===== config.mk =====
export PLATFORM = sky130hd
export DESIGN_NAME = fsd_top
export DESIGN_NICKNAME = d
export VERILOG_FILES = /design/src/hw/fsd_pkg.sv /design/src/hw/fsd_fracn_div.sv /design/src/hw/fsd_top.sv
export SDC_FILE = /design/constraint.sdc
export NUM_CORES = 1
export LEC_CHECK = 0
export ABC_AREA = 0
export BUFFER_PORTS_ARGS = -buffer_cell sky130_fd_sc_hd__buf_2
export CAP_MARGIN = 30
export CORE_MARGIN = 2
export CORE_UTILIZATION = 36
export DETAILED_ROUTE_END_ITERATION = 6
export PLACE_DENSITY_LB_ADDON = 0.15
export SYNTH_ARGS = -nofsm -noshare
export SYNTH_HDL_FRONTEND = slang
export SYNTH_SLANG_ARGS = --single-unit
export TNS_END_PERCENT = 20

===== constraint.sdc =====
create_clock -name CLK_SYS_IN -period 5.7 [get_ports CLK_SYS_IN]
set_input_delay 0.285 -clock CLK_SYS_IN [delete_from_list [all_inputs] [get_ports CLK_SYS_IN]]
set_output_delay 0.285 -clock CLK_SYS_IN [all_outputs]
set_load 0.01 [all_outputs]

===== src/hw/fsd_pkg.sv =====
// Constants shared by the synthesizer divider block.
// Assumes one system clock; every pin input is already synchronous to it.
package fsd_pkg;

	// Serial programming word: address in the top bits, payload below
	localparam int FSD_WORD_W = 20;
	localparam int FSD_ADDR_W = 3;
	localparam int FSD_DATA_W = 17;
	localparam int FSD_ADDR_LSB = 17;
	localparam int FSD_CNT_W = 5;

	// Target register addresses
	localparam logic [2:0] FSD_ADDR_RX = 3'h0;
	localparam logic [2:0] FSD_ADDR_TX = 3'h1;
	localparam logic [2:0] FSD_ADDR_REF = 3'h2;
	localparam logic [2:0] FSD_ADDR_MODE = 3'h3;
	localparam logic [2:0] FSD_ADDR_GAIN = 3'h4;

	// Main divider word layout
	localparam int FSD_INT_W = 14;
	localparam int FSD_FRAC_W = 3;
	localparam int FSD_FRAC_LSB = 0;
	localparam int FSD_INT_LSB = 3;

	// Reference register layout
	localparam int FSD_REFDIV_W = 11;
	localparam int FSD_REFDIV_LSB = 0;
	localparam int FSD_PDR_W = 3;
	localparam int FSD_PDR_LSB = 11;

	// Mode register bits
	localparam int FSD_MODE_RX_EN = 0;
	localparam int FSD_MODE_TX_EN = 1;
	localparam int FSD_MODE_KEEP_REF = 2;

	// Gain register layout
	localparam int FSD_GAIN_PAD = 0;
	localparam int FSD_GAIN_MIX_LSB = 1;
	localparam int FSD_GAIN_VGA_LSB = 3;
	localparam int FSD_GAIN_AGC = 5;
	localparam logic [1:0] FSD_VGA_MAX = 2'h2;

	// Reset values
	localparam logic [16:0] FSD_RST_DIV = 17'h00000;
	localparam logic [10:0] FSD_RST_REFDIV = 11'h001;
	localparam logic [2:0] FSD_RST_PDR = 3'h0;
	localparam logic [2:0] FSD_RST_MODE = 3'h0;
	localparam logic [5:0] FSD_RST_GAIN = 6'h00;

	// Demodulator period counter and output width
	localparam int FSD_DAC_W = 8;
	localparam logic [7:0] FSD_DAC_MAX = 8'hff;

endpackage : fsd_pkg


===== src/hw/fsd_fracn_div.sv =====
// Fractional-N feedback divider with a simple phase/frequency detector.
// Assumes vco_edge and ref_tick are single-cycle pulses in the system clock.
`timescale 1ns/1ps

module fsd_fracn_div
	import fsd_pkg::*;
(
	input wire logic clk_in,
	input wire logic nrst_in,
	input wire logic enable_in,
	input wire logic vco_edge_in,
	input wire logic ref_tick_in,
	input wire logic [13:0] int_val_in,
	input wire logic [2:0] frac_val_in,
	output logic fb_pulse_out,
	output logic pd_up_out,
	output logic pd_dn_out
);

	logic [2:0] acc_reg;
	logic [14:0] modulus_reg;
	logic [14:0] count_reg;
	logic [3:0] acc_sum;
	logic [14:0] int_ext;
	logic hit;

	assign int_ext = {1'b0, int_val_in};
	assign acc_sum = {1'b0, acc_reg} + {1'b0, frac_val_in};
	assign hit = enable_in && vco_edge_in && (count_reg + 15'h0001 >= modulus_reg);

	//////////////////////////////////////////////////////////////////
	// Fraction accumulator
	// Carry stretches one cycle by one VCO edge: 1/8 reference steps
	always_ff @(posedge clk_in or negedge nrst_in) begin
		if (!nrst_in) begin
			acc_reg <= 3'h0;
			modulus_reg <= 15'h0001;
		end else if (!enable_in) begin
			acc_reg <= 3'h0;
			modulus_reg <= int_ext;
		end else if (ref_tick_in) begin
			acc_reg <= acc_sum[2:0];
			modulus_reg <= int_ext + {14'h0000, acc_sum[3]};
		end
	end

	//////////////////////////////////////////////////////////////////
	// Integer divide of VCO edges
	always_ff @(posedge clk_in or negedge nrst_in) begin
		if (!nrst_in) begin
			count_reg <= 15'h0000;
			fb_pulse_out <= 1'b0;
		end else begin
			fb_pulse_out <= hit;
			if (!enable_in || hit) begin
				count_reg <= 15'h0000;
			end else if (vco_edge_in) begin
				count_reg <= count_reg + 15'h0001;
			end
		end
	end

	//////////////////////////////////////////////////////////////////
	// Phase detector against the reference
	// Both events together cancel, as a real PFD reset would
	always_ff @(posedge clk_in or negedge nrst_in) begin
		if (!nrst_in) begin
			pd_up_out <= 1'b0;
			pd_dn_out <= 1'b0;
		end else if (!enable_in || (ref_tick_in && hit)) begin
			pd_up_out <= 1'b0;
			pd_dn_out <= 1'b0;
		end else if (ref_tick_in) begin
			pd_up_out <= !pd_dn_out;
			pd_dn_out <= 1'b0;
		end else if (hit) begin
			pd_dn_out <= !pd_up_out;
			pd_up_out <= 1'b0;
		end
	end

endmodule : fsd_fracn_div


===== src/hw/fsd_top.sv =====
// Synthesizer dividers, serial programming port, demodulator clocking
// and receive gain selection of an FM transceiver.
// Assumes all pins, VCO and reference inputs are sampled levels that are
// synchronous to CLK_SYS_IN and slower than half its rate.
`timescale 1ns/1ps

// Summary of operation
// Receive VCO is divided by exactly two to make the receive LO.
// Each main divider word holds seventeen programmable bits.
// Fourteen bits give the integer divide compared with the reference.
// Three fraction bits step the channel by one eighth of reference.
// Transmit divider matches receive but counts the VCO directly.
// One eleven-bit reference counter feeds both synthesizers.
// All eleven reference counter bits are host writable.
// A three-bit demodulator divide ratio sits in the reference register.
// The divide ratio selects demodulator bandwidth from 150kHz to 25kHz.
// Demodulator sampling clock is the receive signal divided by the ratio.
// Each IF half-cycle is counted in sample ticks and sent to the DAC.
// The receive LO clocks the receive and demodulator synthesizers.
// Newer variant: mode bit keeps reference running with both paths off.
// Older variant: reference stops when transmit and receive are off.
// Host writes the receive divider word over the three-wire port.
// Host writes the transmit divider word over the same port.
// Gain set at pad, four-step mixer load, three-step VGA, or by AGC.
// Input pad switches 0 or -10dB, manually or from the AGC.
// Fraction accumulates per reference cycle; overflow adds one to divide.
// Shifted data reaches a register only on the load-enable strobe.
module fsd_top
	import fsd_pkg::*;
#(
	parameter bit NEWER_VARIANT = 1'b1
)
(
	input wire logic CLK_SYS_IN,
	input wire logic NRST_IN,
	input wire logic SER_DATA_IN,
	input wire logic SER_CLK_IN,
	input wire logic SER_LE_IN,
	input wire logic REF_OSC_IN,
	input wire logic RX_VCO_IN,
	input wire logic TX_VCO_IN,
	input wire logic IF_IN,
	input wire logic AGC_PAD_REQ_IN,
	output logic RX_LO_OUT,
	output logic REF_TICK_OUT,
	output logic REF_RUN_OUT,
	output logic RX_FB_OUT,
	output logic RX_PD_UP_OUT,
	output logic RX_PD_DN_OUT,
	output logic TX_FB_OUT,
	output logic TX_PD_UP_OUT,
	output logic TX_PD_DN_OUT,
	output logic DEMOD_SAMPLE_OUT,
	output logic [7:0] DEMOD_DAC_OUT,
	output logic PAD_ATTEN_OUT,
	output logic [1:0] MIXER_ATTEN_OUT,
	output logic [1:0] VGA_STEP_OUT,
	output logic AGC_EN_OUT
);

	// Ratio for each demodulator setting; larger ratio, narrower bandwidth
	function automatic logic [2:0] fsd_demod_ratio(input logic [2:0] sel);
		logic [2:0] r;
		r = 3'h6;
		unique case (sel)
			3'h0: r = 3'h1;
			3'h1: r = 3'h2;
			3'h2: r = 3'h3;
			3'h3: r = 3'h4;
			3'h4: r = 3'h5;
			3'h5: r = 3'h6;
			3'h6: r = 3'h6;
			3'h7: r = 3'h6;
		endcase
		return r;
	endfunction : fsd_demod_ratio

	logic ser_clk_prev_reg;
	logic ser_le_prev_reg;
	logic [19:0] shift_reg;
	logic [16:0] rx_word_reg;
	logic [16:0] tx_word_reg;
	logic [10:0] ref_div_reg;
	logic [2:0] demod_divide_ratio_reg;
	logic [2:0] mode_reg;
	logic [5:0] gain_reg;
	logic ref_prev_reg;
	logic rx_vco_prev_reg;
	logic tx_vco_prev_reg;
	logic if_prev_reg;
	logic [10:0] ref_cnt_reg;
	logic rx_lo_reg;
	logic [2:0] demod_cnt_reg;
	logic [7:0] period_reg;
	logic ref_run;
	logic ref_edge;
	logic ref_hit;
	logic rx_lo_edge;
	logic demod_tick;
	logic rx_en;
	logic tx_en;
	logic [2:0] addr;
	logic [10:0] ref_div_eff;
	logic [2:0] demod_ratio;
	logic [1:0] vga_req;

	//////////////////////////////////////////////////////////////////
	// Serial programming port

	// Shift on serial clock rise
	always_ff @(posedge CLK_SYS_IN or negedge NRST_IN) begin
		if (!NRST_IN) begin
			ser_clk_prev_reg <= 1'b0;
			ser_le_prev_reg <= 1'b0;
			shift_reg <= 20'h00000;
		end else begin
			ser_clk_prev_reg <= SER_CLK_IN;
			ser_le_prev_reg <= SER_LE_IN;
			if (SER_CLK_IN && !ser_clk_prev_reg) begin
				shift_reg <= {shift_reg[18:0], SER_DATA_IN};
			end
		end
	end

	assign addr = shift_reg[FSD_ADDR_LSB +: FSD_ADDR_W];

	// Transfer only on load-enable rise
	// Full-width register loads
	always_ff @(posedge CLK_SYS_IN or negedge NRST_IN) begin
		if (!NRST_IN) begin
			rx_word_reg <= FSD_RST_DIV;
			tx_word_reg <= FSD_RST_DIV;
			ref_div_reg <= FSD_RST_REFDIV;
			demod_divide_ratio_reg <= FSD_RST_PDR;
			mode_reg <= FSD_RST_MODE;
			gain_reg <= FSD_RST_GAIN;
		end else if (SER_LE_IN && !ser_le_prev_reg) begin
			unique case (addr)
				FSD_ADDR_RX: rx_word_reg <= shift_reg[16:0];
				FSD_ADDR_TX: tx_word_reg <= shift_reg[16:0];
				FSD_ADDR_REF: begin
					ref_div_reg <= shift_reg[FSD_REFDIV_LSB +: FSD_REFDIV_W];
					demod_divide_ratio_reg <= shift_reg[FSD_PDR_LSB +: FSD_PDR_W];
				end
				FSD_ADDR_MODE: mode_reg <= shift_reg[2:0];
				FSD_ADDR_GAIN: gain_reg <= shift_reg[5:0];
				default: begin
				end
			endcase
		end
	end

	assign rx_en = mode_reg[FSD_MODE_RX_EN];
	assign tx_en = mode_reg[FSD_MODE_TX_EN];

	//////////////////////////////////////////////////////////////////
	// Reference synthesizer

	// Keep-running bit only in the newer variant
	// Older variant stops with both paths off
	assign ref_run = rx_en || tx_en || (NEWER_VARIANT && mode_reg[FSD_MODE_KEEP_REF]);
	assign ref_edge = REF_OSC_IN && !ref_prev_reg;
	// Ratio of zero behaves as one rather than never ticking
	assign ref_div_eff = (ref_div_reg == 11'h000) ? 11'h001 : ref_div_reg;
	assign ref_hit = ref_run && ref_edge && (ref_cnt_reg + 11'h001 >= ref_div_eff);

	// Shared eleven-bit reference counter
	always_ff @(posedge CLK_SYS_IN or negedge NRST_IN) begin
		if (!NRST_IN) begin
			ref_prev_reg <= 1'b0;
			ref_cnt_reg <= 11'h000;
			REF_TICK_OUT <= 1'b0;
			REF_RUN_OUT <= 1'b0;
		end else begin
			ref_prev_reg <= REF_OSC_IN;
			REF_TICK_OUT <= ref_hit;
			REF_RUN_OUT <= ref_run;
			if (!ref_run || ref_hit) begin
				ref_cnt_reg <= 11'h000;
			end else if (ref_edge) begin
				ref_cnt_reg <= ref_cnt_reg + 11'h001;
			end
		end
	end

	//////////////////////////////////////////////////////////////////
	// Receive LO and main dividers

	// Divide receive VCO by two
	always_ff @(posedge CLK_SYS_IN or negedge NRST_IN) begin
		if (!NRST_IN) begin
			rx_vco_prev_reg <= 1'b0;
			tx_vco_prev_reg <= 1'b0;
			rx_lo_reg <= 1'b0;
		end else begin
			rx_vco_prev_reg <= RX_VCO_IN;
			tx_vco_prev_reg <= TX_VCO_IN;
			if (!rx_en) begin
				rx_lo_reg <= 1'b0;
			end else if (RX_VCO_IN && !rx_vco_prev_reg) begin
				rx_lo_reg <= !rx_lo_reg;
			end
		end
	end

	assign RX_LO_OUT = rx_lo_reg;
	// LO rise clocks both receive-side synthesizers
	assign rx_lo_edge = rx_en && RX_VCO_IN && !rx_vco_prev_reg && !rx_lo_reg;

	// Receive divider on the LO
	fsd_fracn_div u_rx_div (
		.clk_in(CLK_SYS_IN),
		.nrst_in(NRST_IN),
		.enable_in(rx_en),
		.vco_edge_in(rx_lo_edge),
		.ref_tick_in(REF_TICK_OUT),
		.int_val_in(rx_word_reg[FSD_INT_LSB +: FSD_INT_W]),
		.frac_val_in(rx_word_reg[FSD_FRAC_LSB +: FSD_FRAC_W]),
		.fb_pulse_out(RX_FB_OUT),
		.pd_up_out(RX_PD_UP_OUT),
		.pd_dn_out(RX_PD_DN_OUT)
	);

	// Transmit divider counts the VCO itself
	fsd_fracn_div u_tx_div (
		.clk_in(CLK_SYS_IN),
		.nrst_in(NRST_IN),
		.enable_in(tx_en),
		.vco_edge_in(TX_VCO_IN && !tx_vco_prev_reg),
		.ref_tick_in(REF_TICK_OUT),
		.int_val_in(tx_word_reg[FSD_INT_LSB +: FSD_INT_W]),
		.frac_val_in(tx_word_reg[FSD_FRAC_LSB +: FSD_FRAC_W]),
		.fb_pulse_out(TX_FB_OUT),
		.pd_up_out(TX_PD_UP_OUT),
		.pd_dn_out(TX_PD_DN_OUT)
	);

	//////////////////////////////////////////////////////////////////
	// Demodulator synthesizer and period-to-digital demodulator

	// Ratio 1 to 6 spans 150kHz to 25kHz
	assign demod_ratio = fsd_demod_ratio(demod_divide_ratio_reg);
	assign demod_tick = rx_lo_edge && (demod_cnt_reg + 3'h1 >= demod_ratio);

	// Sampling clock from the divided LO
	always_ff @(posedge CLK_SYS_IN or negedge NRST_IN) begin
		if (!NRST_IN) begin
			demod_cnt_reg <= 3'h0;
			DEMOD_SAMPLE_OUT <= 1'b0;
		end else begin
			DEMOD_SAMPLE_OUT <= demod_tick;
			if (!rx_en || demod_tick) begin
				demod_cnt_reg <= 3'h0;
			end else if (rx_lo_edge) begin
				demod_cnt_reg <= demod_cnt_reg + 3'h1;
			end
		end
	end

	// Half-cycle period to DAC
	// Long periods saturate instead of wrapping to small codes
	always_ff @(posedge CLK_SYS_IN or negedge NRST_IN) begin
		if (!NRST_IN) begin
			if_prev_reg <= 1'b0;
			period_reg <= 8'h00;
			DEMOD_DAC_OUT <= 8'h00;
		end else begin
			if_prev_reg <= IF_IN;
			if (IF_IN != if_prev_reg) begin
				DEMOD_DAC_OUT <= period_reg;
				period_reg <= {7'h00, demod_tick};
			end else if (demod_tick && period_reg != FSD_DAC_MAX) begin
				period_reg <= period_reg + 8'h01;
			end
		end
	end

	//////////////////////////////////////////////////////////////////
	// Receive gain selection

	// Fourth VGA code is clamped to the top of three steps
	assign vga_req = (gain_reg[FSD_GAIN_VGA_LSB +: 2] > FSD_VGA_MAX) ? FSD_VGA_MAX
		: gain_reg[FSD_GAIN_VGA_LSB +: 2];

	// Manual steps or AGC
	// Pad from AGC or manual bit
	always_ff @(posedge CLK_SYS_IN or negedge NRST_IN) begin
		if (!NRST_IN) begin
			PAD_ATTEN_OUT <= 1'b0;
			MIXER_ATTEN_OUT <= 2'h0;
			VGA_STEP_OUT <= 2'h0;
			AGC_EN_OUT <= 1'b0;
		end else begin
			AGC_EN_OUT <= gain_reg[FSD_GAIN_AGC];
			PAD_ATTEN_OUT <= gain_reg[FSD_GAIN_AGC] ? AGC_PAD_REQ_IN : gain_reg[FSD_GAIN_PAD];
			MIXER_ATTEN_OUT <= gain_reg[FSD_GAIN_MIX_LSB +: 2];
			VGA_STEP_OUT <= vga_req;
		end
	end

endmodule : fsd_top


After elaboration in Yosys (flattened, before gate mapping) --
Memory sizes are Yosys's and may differ from the RTL's. Cells that the tools add are included.
Word-level totals: register bits 195, ROM bits 24, input port bits 10, output and inout bits 24, logic and storage cells 149, memories kept 1
Memory list:
- (name not given) | depth 8, width 3, read ports 1, clocked after Yosys merged registers in 0, wr ports 0, line fsd_top.sv:65 | unique case (sel)
Operators by class: add/subtract/negate cells 9, order comparisons 5, equal/unequal tests 9, muxes and demuxes 35, reduce and logical (&&, ||, !) cells 53
Operators by type and width (count):
- 15-bit 2-to-1 mux | 8
- 11-bit 2-to-1 mux | 3
- 14-bit by 1-bit adder with 15-bit output | 2
- 15-bit by 1-bit adder with 15-bit output (second input constant) | 2
- 15-bit >= comparator | 2
- 1-bit logical AND | 18
- 3-bit 2-to-1 mux | 6
- 8-bit 2-to-1 mux | 2
- 1-bit 2-to-1 mux | 15
- 1-bit logical NOT | 13
- 11-bit by 1-bit adder with 11-bit output (second input constant) | 1
- 11-bit >= comparator | 1
- 11-bit logical NOT | 1
- 2-bit AND reduction | 5
- 2-bit nonzero test | 5
- 3-bit by 3-bit adder with 4-bit output | 2
- 8-bit by 1-bit adder with 8-bit output (second input constant) | 1
- 1-bit logical OR | 8
- 8-bit inequality test (second input constant) | 1
- 3-bit by 2-bit equality test with 1-bit output (second input constant) | 2
- 3-bit nonzero test | 2
- 2-bit inequality test (second input constant) | 2
- 3-bit by 1-bit adder with 3-bit output (second input constant) | 1
- 3-bit by 1-bit equality test with 1-bit output (second input constant) | 1
- 7 further kinds | 7

Logic depth before layout (Yosys ltp) --
Gate-level depths: netlist of run 1.
depth after elaboration 8, gate-level depth with buffers 15, gate-level depth less buffers 13

Modules after synthesis --
Synthesis of run 1 repeated with hierarchy kept, for this count alone.
Unflattened totals: cells, all modules 984, area, all modules 10306.1 sq um
By module, submodules not included:
- fsd_top | instances 1, cells each 451, area each 5454.0 sq um, sequential area each 3079.2 sq um
- fsd_fracn_div at u_tx_div | instances 1, cells each 274, area each 2438.6 sq um, sequential area each 902.1 sq um
- fsd_fracn_div at u_rx_div | instances 1, cells each 259, area each 2413.6 sq um, sequential area each 902.1 sq um

Worst setup path before layout of run 1 --
No wires, ideal clock.
path type register to register, from register u_rx_div.count_reg[0], to register u_rx_div.count_reg[14], setup time 126 ps, data arrival time 2930 ps, data required time 5574 ps, slack 2644 ps, cell stages (with the launch flop) 14, path buffers 1, clock period less this slack 3056 ps, cells stage by stage dfrtp_1 > ha_1 > and3_4 > and3_4 > nand4_4 > or2_4 > xnor2_1 > ha_1 > nand4_1 > o21ba_2 > and4_2 > buf_6 > and3_1 > a221o_1
Between the ends: longest elaborated chain between the ends 5, elaborated cells on any way between the ends 7, classes of those cells add/sub: 1; order compare: 1; mux: 2; reduce/logical: 3
Ends and longest elaborated chain:
- from (decl) | line fsd_fracn_div.sv:22 | logic [14:0] count_reg;
- from (signal assigned) | line fsd_fracn_div.sv:58 | count_reg <= count_reg + 15'h0001;
- 15-bit by 1-bit adder with 15-bit output * | line fsd_fracn_div.sv:29, fsd_fracn_div.sv:58
- 15-bit >= comparator | line fsd_fracn_div.sv:29 | assign hit = enable_in && vco_edge_in && (count_reg + 15'h0001 >= modulus_reg);
- 1-bit logical AND | line fsd_fracn_div.sv:29
- 1-bit logical OR | line fsd_fracn_div.sv:55 | if (!enable_in || hit) begin
- 15-bit 2-to-1 mux or 2-bit nonzero test (tied branches)
Mark *: on every way between the ends. The rest lies on a longest branch, timed or not. The select of a mux whose other input is x is not followed. A chain may end at the register's enable or synchronous reset.

Final worst setup path of run 1 --
Same ends and word-level chain as after synthesis.

==> results.yml, run 1 <==
run_status:
  status: "finished clean"
yosys:
  synth.area.top_cells: "dfrtp_1 48%, ha_1 7.8%, mux2_2 7.3%"
  synth_cell_type_count: 59
  synth_area_um2: 9970
  yosys-top-cells-count: "192 x dfrtp_1, 143 x nand2_1, 65 x mux2_2"
  synth_ff_type: "dfrtp_1"
  avgSynthCellArea_um2: 10.4
  synth_cells: 957
  yosysSeqAreaShare_pct: 49.0
  syn-num-nets: 1031
  async_reset_ff_share_pct: 100
  ys_warn_count: 0
  synth_edf_count: 0
  synth-seq-cells: 195
  synthMostInstantiatedCell: "dfrtp_1"
  synth.top_cell.area_share_pct: 48.2
  synth_top_cell_by_area: "dfrtp_1"
die:
  die_w_um: 170
  die_area_um2: 29000
  core_um2: 27100
  start_util_pct: 36.8
  io_pins: 34
  dieHeight_um: 170
  row_count: 60
cells_and_area:
  drive_above_1_share_pct: 15.4
  antenna_cells: 0
  fin_nets: 1070
  multi_input_area_um2: 4740
  syn_to_final_growth_pct: 12.2
  largest_reg_flops: 20
  seqCellArea_um2: 4880
  fillCellCount: 2667
worst_setup_path:
  reg2reg_depth: 13
  endpoint: "u_rx_div.count_reg[14]$_DFFE_PN0P_"
  required_ns: 6.02
  r2r-start: "u_rx_div.count_reg[0]$_DFFE_PN0P_"
  critPathKind: "reg -> reg"
  crit_start: "u_rx_div.count_reg[0]$_DFFE_PN0P_"
  cp-start-kind: "flip-flop"
  reg2reg_to: "u_rx_div.count_reg[14]$_DFFE_PN0P_"
  cp_data_arrival_time_ns: 3.65
  cp-end-kind: "flip-flop"
  reg2reg_slack_ns: 2.37
  crit_fanout: 18
global_route:
  grtUsageMet3_pct: 2.63
  grt_pass1_wl_um: 33400
  met2_usage_pct: 22.7
  use_met1_pct: 20.0
  antenna_found_initial: 0
  top_usage_layer: "met2"
  grt_pass1_vias: 6565
  grt_util_all_layers_pct: 14.3
  gr-total-overflow: 0
  grt_max_degree: 93
clock_tree:
  cts_resized: 0
  numCtsBuffers: 17
  cts_tree: "built"
  post_cts_buffers: 0
  root_buffer: "clkbuf_16"
  h-tree-depth: 4
  cts_sinks: 195
  clk_pin_slew_worst_paths_ns: 0.07
  clockBufferDepth: 2
  clock_latency_ns: 0.43
  postCtsHoldBufs: 7
placed_design:
  post-dp-hpwl_um: 13600
  gp_congestion: 0.761
  portBuffers: 33
worst_hold_path:
  whs_path_depth: 2
  worstHoldPathType: "in -> reg"
sta:
  hold_viol: 0
  worst_clock_skew_ns: 0.0119
  whs_ns: 0.0848
  period_share_pct: 58.4
  fmax_mhz: 300
  rsz0062_at_grt: "no"
  slew_violations: 0
  setup_viol: 0
  min_period_ns: 3.33
  final.setup.tns_ns: 0
  worst_pin_slew_ns: 0.989
  max_slew_margin_pct: 33.8
pwr:
  pwr-share-clk_pct: 35.3
  p_per_area_nw_per_um2: 297
  p_switching_w: 0.000928
  p_comb_share_pct: 11.9
  p_leak_nw: 5.49
  swShare_pct: 27.9
  seqPwrFrac_pct: 52.8
  vdd_drop_max_mv: 0.167
  p_int_w: 0.00239
detailed_routing:
  dr.pass1.iters: 4
  drt_iter0_drc: 379
  via_per_inst: 4.80
  ant_nets: 0
  drt-total-wl_um: 19400
  wl_per_cell_um: 14.1
  vias: 6634
  drc: 0
run:
  max-cap-violations: 0
## worst min path at each step
stage | start | slack, ns | to
after floorplan | NRST_IN | -0.01 | AGC_EN_OUT$_DFF_PN0_
after global placement | gain_reg[2]$_DFFE_PN0P_ | 0.37 | MIXER_ATTEN_OUT[1]$_DFF_PN0_
after detailed placement | gain_reg[1]$_DFFE_PN0P_ | 0.36 | MIXER_ATTEN_OUT[0]$_DFF_PN0_
after CTS | SER_DATA_IN | 0.06 | shift_reg[0]$_DFFE_PN0P_
after global routing | SER_DATA_IN | 0.07 | shift_reg[0]$_DFFE_PN0P_
final | AGC_PAD_REQ_IN | 0.08 | PAD_ATTEN_OUT$_DFF_PN0_
## placed cells by master (no fill, tap or decap), types with 18 or more instances in the layout
| cell type | instances |
|---|---|
| o21ai_0 | 52 |
| inv_1 | 56 |
| buf_2 | 32 |
| nand2_1 | 143 |
| xor2_1 | 33 |
| nand3_1 | 36 |
| ha_1 | 62 |
| xnor2_1 | 29 |
| dfrtp_1 | 192 |
| nor2_1 | 39 |
| mux2_2 | 65 |
| nand4_1 | 18 |
| a21oi_1 | 31 |
## metal layers
metal	share of wire (%)	wire length [µm]
met2	45	8810
met3	2.5	480
met1	51	9940
met5	0	0
met4	1.0	196
## power by group through the flow
| stage | Sequential (W) | Combinational (W) | Clock [W] |
|---|---|---|---|
| after floorplan | 0.00170 | 0.000304 | 0 |
| after global placement | 0.00178 | 0.000387 | 0 |
| after detailed placement | 0.00179 | 0.000397 | 0 |
| after global routing | 0.00179 | 0.000454 | 0.00127 |
| after CTS | 0.00176 | 0.000405 | 0.00122 |
| final | 0.00175 | 0.000396 | 0.00117 |
## metrics by stage
stage	setup slack [ns]	utilization, %	cells	cell area [µm²]	total power, W
after floorplan	2.64	-	957	9970	0.00200
after global placement	2.43	38.9	1341	10500	0.00217
after detailed placement	2.36	38.9	1342	10600	0.00218
after CTS	2.38	41.3	1381	11200	0.00338
after global routing	2.14	41.3	1381	11200	0.00351
final	2.37	41.3	1381	11200	0.00332
## cell type report
type	count	share of cell area [%]
Clock inverter	11	0.917
Timing Repair Buffer	50	2.85
Inverter	56	1.88
Multi-Input combinational cell	676	42.4
Tap cell	372	4.16
Sequential cell	195	43.7
Clock buffer	21	4.12
## cell families after synthesis
kind of cell             count (synthesis)  synth area share, %
AO/OA/AOI/OAI                          144                 9.20
flip-flops                             195                 49.0
AND/OR/NAND/NOR                        329                 16.2
buffers and inverters                   86                 3.48
adder cells (fa/ha/maj)                 64                 8.18
multiplexers                            77                 8.55
XOR/XNOR                                62                 5.45
## worst max-delay path, stage by stage (launching register included)
cell and delay (ns):
dfrtp_1 0.42, ha_1 0.26, and3_4 0.22, and3_4 0.22, nand4_4 0.13, or2_4 0.28
xnor2_1 0.13, ha_1 0.31, nand4_1 0.16, nor2_1 0.14, nand4_1 0.12, and4_2 0.36
and3_1 0.22, a221o_1 0.25
Note: power is estimated with default switching activity, not from simulation.
==> run 2: changes to the inputs <==
==> constraint.sdc (replaced) <==
create_clock -name CLK_SYS_IN -period 3.45 [get_ports CLK_SYS_IN]
set_input_delay 0.1725 -clock CLK_SYS_IN [delete_from_list [all_inputs] [get_ports CLK_SYS_IN]]
set_output_delay 0.1725 -clock CLK_SYS_IN [all_outputs]
set_load 0.01 [all_outputs]
==> run 2 against run 1 <==
Net effect: total power increased by 68%; non-clock buffer count increased by 8; critical path type unchanged; critical path depth unchanged; register-to-register slack got worse by 2.2 ns.
==> results.yml, run 2 (same netlist as run 1, synthesis figures left out) <==
run_status:
  status: "finished clean"
worst_setup_path:
  cp_data_arrival_time_ns: 3.57
  critPathKind: "reg -> reg"
  path_cells: "ha_1, and3_4, and3_4, nand4_4, or2_4, xnor2_1, ha_1, nand4_1, nor2_1, nand4_1, and4_4, and3_1, a221o_1"
  cp-end-kind: "flip-flop"
  crit_slowest_cell: "dfrtp_1"
  required_ns: 3.77
  crit_fanout: 18
  cp-start-kind: "flip-flop"
  cp_top_family: "simple AND/OR/NAND/NOR gates"
  path_buf_inv: 0
  slowest_delay_ns: 0.43
detailed_routing:
  drc: 0
  vias: 6731
  ant_nets: 0
  wl_per_cell_um: 14.2
  drt-total-wl_um: 19800
  drt_iter0_drc: 369
  dr.pass1.iters: 4
  via_per_inst: 4.85
sta:
  min_period_ns: 3.25
  setup_viol: 0
  period_share_pct: 94.1
  rsz0062_at_grt: "no"
  worst_pin_slew_ns: 0.876
  slew_violations: 0
  hold_viol: 0
  worst_clock_skew_ns: 0.0123
  max_slew_margin_pct: 41.5
  fmax_mhz: 308
  worst_slack_ns: 0.203
  final.setup.tns_ns: 0
pwr:
  power_w: 0.00556
  p_leak_nw: 5.56
  p_per_area_nw_per_um2: 492
  vdd_drop_max_mv: 0.263
cells_and_area:
  fin_util_pct: 41.7
  fin_nets: 1078
  syn_to_final_growth_pct: 13.3
  largest_reg_flops: 20
  layout_common_cells: "192 x dfrtp_1, 143 x nand2_1, 65 x mux2_2"
  antenna_cells: 0
  final_common_cell: "dfrtp_1"
  drive_above_1_share_pct: 16.0
  design_area_um2: 11300
global_route:
  gr-total-overflow: 0
  grt_util_all_layers_pct: 14.7
  grt_pass1_vias: 6771
  grt_pass1_wl_um: 34300
  grt_max_degree: 76
  antenna_found_initial: 0
die:
  die_w_um: 170
  core_um2: 27100
  die_area_um2: 29000
  row_count: 60
  start_util_pct: 36.8
  dieHeight_um: 170
  io_pins: 34
placed_design:
  post-dp-hpwl_um: 13600
  dp_slack_ns: 0.0863
  gp_congestion: 0.781
  dpl_cell_area_um2: 10600
  portBuffers: 33
clock_tree:
  post_cts_buffers: 0
  root_buffer: "clkbuf_16"
  cts_tree: "built"
  clockBufferDepth: 2
  cts_sinks: 195
  h-tree-depth: 4
  clk_pin_slew_worst_paths_ns: 0.08
  clock_latency_ns: 0.44
  numCtsBuffers: 17
run:
  max-cap-violations: 0
worst_hold_path:
  worstHoldPathType: "in -> async"
run 2: cell count changes in the layout (fill, tap and decap cells not counted), sizes merged:
| cell | delta |
|---|---|
| buf | +6 |
| clkbuf | -1 |
| clkinv | +2 |
| clkinvlp | -2 |
| dlygate4sd3 | +2 |
| inv | +1 |
run 2: timing repair:
item,in CTS,in global routing
gates resized for setup,0,1
endpoints found under the setup margin,0,7
hold buffers,9,0
hold endpoints to repair,75,0
run 2: metal layers:
| metal | vias up | track usage [%] | part of all wire (%) |
|---|---|---|---|
| met5 | - | 0 | 0 |
| met4 | 0 | 4.68 | 1.3 |
| met3 | 16 | 2.51 | 2.5 |
| met2 | 62 | 23.1 | 44 |
| met1 | 3249 | 20.8 | 52 |
| li1 | 3404 | - | - |
run 2: path summary, 6_finish.rpt:
check                                                        from                                  end  slack [ns]  cells past startpoint
worst max-delay path            u_rx_div.count_reg[0]$_DFFE_PN0P_   u_rx_div.count_reg[14]$_DFFE_PN0P_        0.20                     13
worst min-delay path                                      NRST_IN   u_rx_div.count_reg[13]$_DFFE_PN0P_        0.30                      2
worst max register to register  u_rx_div.count_reg[0]$_DFFE_PN0P_   u_rx_div.count_reg[14]$_DFFE_PN0P_        0.20                     13
worst min register to register            gain_reg[2]$_DFFE_PN0P_         MIXER_ATTEN_OUT[1]$_DFF_PN0_        0.38                      0
max in group asynchronous                                 NRST_IN  u_tx_div.modulus_reg[0]$_DFFE_PN1P_        2.25                      3
min in group CLK_SYS_IN                   gain_reg[2]$_DFFE_PN0P_         MIXER_ATTEN_OUT[1]$_DFF_PN0_        0.38                      0
run 2: worst reg2reg max path, delay by kind of cell (launching register included):
| kind | cells | cell delay (ns) |
|---|---|---|
| XOR/XNOR | 1 | 0.13 |
| AND/OR/NAND/NOR | 9 | 1.77 |
| AO/OA/AOI/OAI | 1 | 0.25 |
| flip-flops | 1 | 0.43 |
| adder cells (fa/ha/maj) | 2 | 0.57 |
run 2: per-stage QoR:
step | hold slack [ns] | cells
3_5_place_dp | 0.232 | 1348
4_1_cts | 0.324 | 1389
5_1_grt | 0.354 | 1389
3_3_place_gp | 0.232 | 1346
2_1_floorplan | -0.123 | 957
6_report | 0.299 | 1389
run 2: cell type report:
type	instances	area, µm²
Timing Repair Buffer	58	404
Clock inverter	12	124
Multi-Input combinational cell	676	4740
Inverter	56	210
Clock buffer	20	467
Tap cell	372	465
Fill cell	2631	15800
Sequential cell	195	4880
run 2: power by group:
group          leakage (nW)  switching, W  internal [W]
clock                 0.289      0.000932       0.00107
sequential             2.56      0.000325       0.00258
combinational          2.71      0.000316      0.000341
total                  5.56       0.00157       0.00399
==> run 3: changes to the inputs <==
--- a/config.mk
+++ b/config.mk
@@ -8,6 +8,8 @@
 export ABC_AREA = 0
 export BUFFER_PORTS_ARGS = -buffer_cell sky130_fd_sc_hd__buf_2
 export CAP_MARGIN = 30
+export CELL_PAD_IN_SITES_DETAIL_PLACEMENT = 1
+export CELL_PAD_IN_SITES_GLOBAL_PLACEMENT = 2
 export CORE_MARGIN = 2
 export CORE_UTILIZATION = 36
 export DETAILED_ROUTE_END_ITERATION = 6
==> run 3 against run 2 <==
Net effect: combinational power rose by 2%; core utilization hardly changed; clock power hardly changed; routed wire length increased by 9.1%; register-to-register slack hardly changed.
==> results.yml, run 3 (same netlist as run 1, synthesis figures left out) <==
cells_and_area:
  fillCellCount: 3024
  seqCellArea_um2: 4880
  multi_input_area_um2: 4750
  fin_nets: 1080
  layout_common_cells: "192 x dfrtp_1, 143 x nand2_1, 65 x mux2_2"
  syn_to_final_growth_pct: 13.3
  drive_above_1_share_pct: 16.3
  fin_util_pct: 41.7
  final_common_cell: "dfrtp_1"
  largest_reg_flops: 20
  instances_no_fill: 1391
  antenna_cells: 0
clock_tree:
  clock_latency_ns: 0.45
  clockBufferDepth: 2
  clk_pin_slew_worst_paths_ns: 0.08
  numCtsBuffers: 17
  cts_tree: "built"
  h-tree-depth: 4
  root_buffer: "clkbuf_16"
  cts_sinks: 195
die:
  io_pins: 34
  row_count: 60
  start_util_pct: 36.8
  core_um2: 27100
  dieHeight_um: 170
  die_w_um: 170
  die_area_um2: 29000
detailed_routing:
  drt_iter0_drc: 238
  drc: 0
  wl_per_cell_um: 15.5
  dr.pass1.iters: 4
  ant_nets: 0
  drt-total-wl_um: 21600
  via_per_inst: 4.97
  vias: 6918
sta:
  fmax_mhz: 309
  setup_viol: 0
  min_period_ns: 3.23
  worst_pin_slew_ns: 0.931
  period_share_pct: 93.7
  worst_clock_skew_ns: 0.0173
  slew_violations: 0
  max_slew_margin_pct: 37.9
  worst_slack_ns: 0.217
  hold_viol: 0
worst_setup_path:
  cp-end-kind: "flip-flop"
  cp-start-kind: "flip-flop"
  crit_fanout: 18
  required_ns: 3.77
  reg2reg_depth: 13
  cp_data_arrival_time_ns: 3.56
  critPathKind: "reg -> reg"
pwr:
  p_per_area_nw_per_um2: 491
  seqPwrFrac_pct: 52.3
  p_switching_w: 0.00164
  p_leak_nw: 5.55
  p_int_w: 0.00390
  p_comb_share_pct: 12.1
  vdd_drop_max_mv: 0.293
  pwr-share-clk_pct: 35.6
  swShare_pct: 29.6
global_route:
  gr-total-overflow: 0
  grt_util_all_layers_pct: 16.0
  grt_max_degree: 86
  antenna_found_initial: 0
  grt_pass1_vias: 7389
  grt_pass1_wl_um: 37100
placed_design:
  post-dp-hpwl_um: 15200
  portBuffers: 33
  dp_slack_ns: 0.0856
  dp.cells: 1350
  gp_congestion: 0.760
run_status:
  status: "finished clean"
worst_hold_path:
  worstHoldPathType: "in -> async"
run:
  max-cap-violations: 0
[run 3: cell types whose count changed in the layout (fill, tap and decap cells not counted), moves of 2 or more]
| cell | previous run | this run |
|---|---|---|
| buf_4 | 14 | 16 |
| inv_8 | 1 | 4 |
| inv_6 | 2 | 5 |
| clkinv_4 | 6 | 1 |
| clkinvlp_4 | 1 | 3 |
| clkbuf_8 | 4 | 2 |
[run 3: timing repair]
action,4_1_cts,5_1_grt
setup buffers,0,0
endpoints found under the setup margin,0,6
hold buffers,9,0
resized for setup,0,2
hold endpoints to repair,90,0
[run 3: cell type report]
cell class / count / share of cell area (%)
clock buffers: 18 / 3.89
multi-input cells: 676 / 42.0
repair buffers: 60 / 3.71
inverters: 56 / 1.86
clock inverters: 14 / 1.21
well taps: 372 / 4.12
flip-flops and latches: 195 / 43.2
[run 3: power by group through the flow]
stage	Combinational, W	Sequential, W	Clock, W
6_report	0.000672	0.00290	0.00198
5_1_grt	0.000774	0.00296	0.00215
4_1_cts	0.000691	0.00291	0.00206
3_5_place_dp	0.000676	0.00296	0
3_3_place_gp	0.000651	0.00295	0
2_1_floorplan	0.000503	0.00280	0
[run 3: metrics by stage]
| stage | setup TNS [ns] | area [µm²] | power (W) | hold slack, ns |
|---|---|---|---|---|
| finish | 0 | 11300 | 0.00555 | 0.317 |
| global route | -0.0172 | 11300 | 0.00588 | 0.367 |
| CTS | 0 | 11300 | 0.00566 | 0.360 |
| detailed placement | 0 | 10600 | 0.00363 | 0.293 |
| global placement | 0 | 10600 | 0.00360 | 0.290 |
| floorplan | 0 | 9970 | 0.00331 | -0.123 |
[run 3: path summary, 6_finish.rpt]
path	start	slack, ns	end
min reg2reg	gain_reg[2]$_DFFE_PN0P_	0.38	MIXER_ATTEN_OUT[1]$_DFF_PN0_
max in group asynchronous	NRST_IN	2.22	ref_div_reg[0]$_DFFE_PN1P_
min	NRST_IN	0.32	u_rx_div.count_reg[13]$_DFFE_PN0P_
max	u_rx_div.count_reg[0]$_DFFE_PN0P_	0.22	u_rx_div.count_reg[14]$_DFFE_PN0P_
max reg2reg	u_rx_div.count_reg[0]$_DFFE_PN0P_	0.22	u_rx_div.count_reg[14]$_DFFE_PN0P_
min in group CLK_SYS_IN	SER_CLK_IN	0.38	ser_clk_prev_reg$_DFF_PN0_
[run 3: metal layers]
| metal | part of all wire (%) | global-route usage (%) | vias up |
|---|---|---|---|
| met2 | 48 | 27.4 | 49 |
| met4 | 0.68 | 3.23 | 0 |
| li1 | - | - | 3397 |
| met1 | 50 | 21.1 | 3463 |
| met5 | 0 | 0 | - |
| met3 | 1.5 | 3.14 | 9 |
[run 3: critical path, cell delays in order, from the launching register on]
cell	delay (ns)
dfrtp_1	0.42
ha_1	0.25
and3_4	0.22
and3_4	0.22
nand4_4	0.12
or2_4	0.28
xnor2_1	0.13
ha_1	0.31
nand4_1	0.15
nor2_1	0.14
nand4_1	0.14
and4_4	0.28
and3_1	0.20
a221o_1	0.25
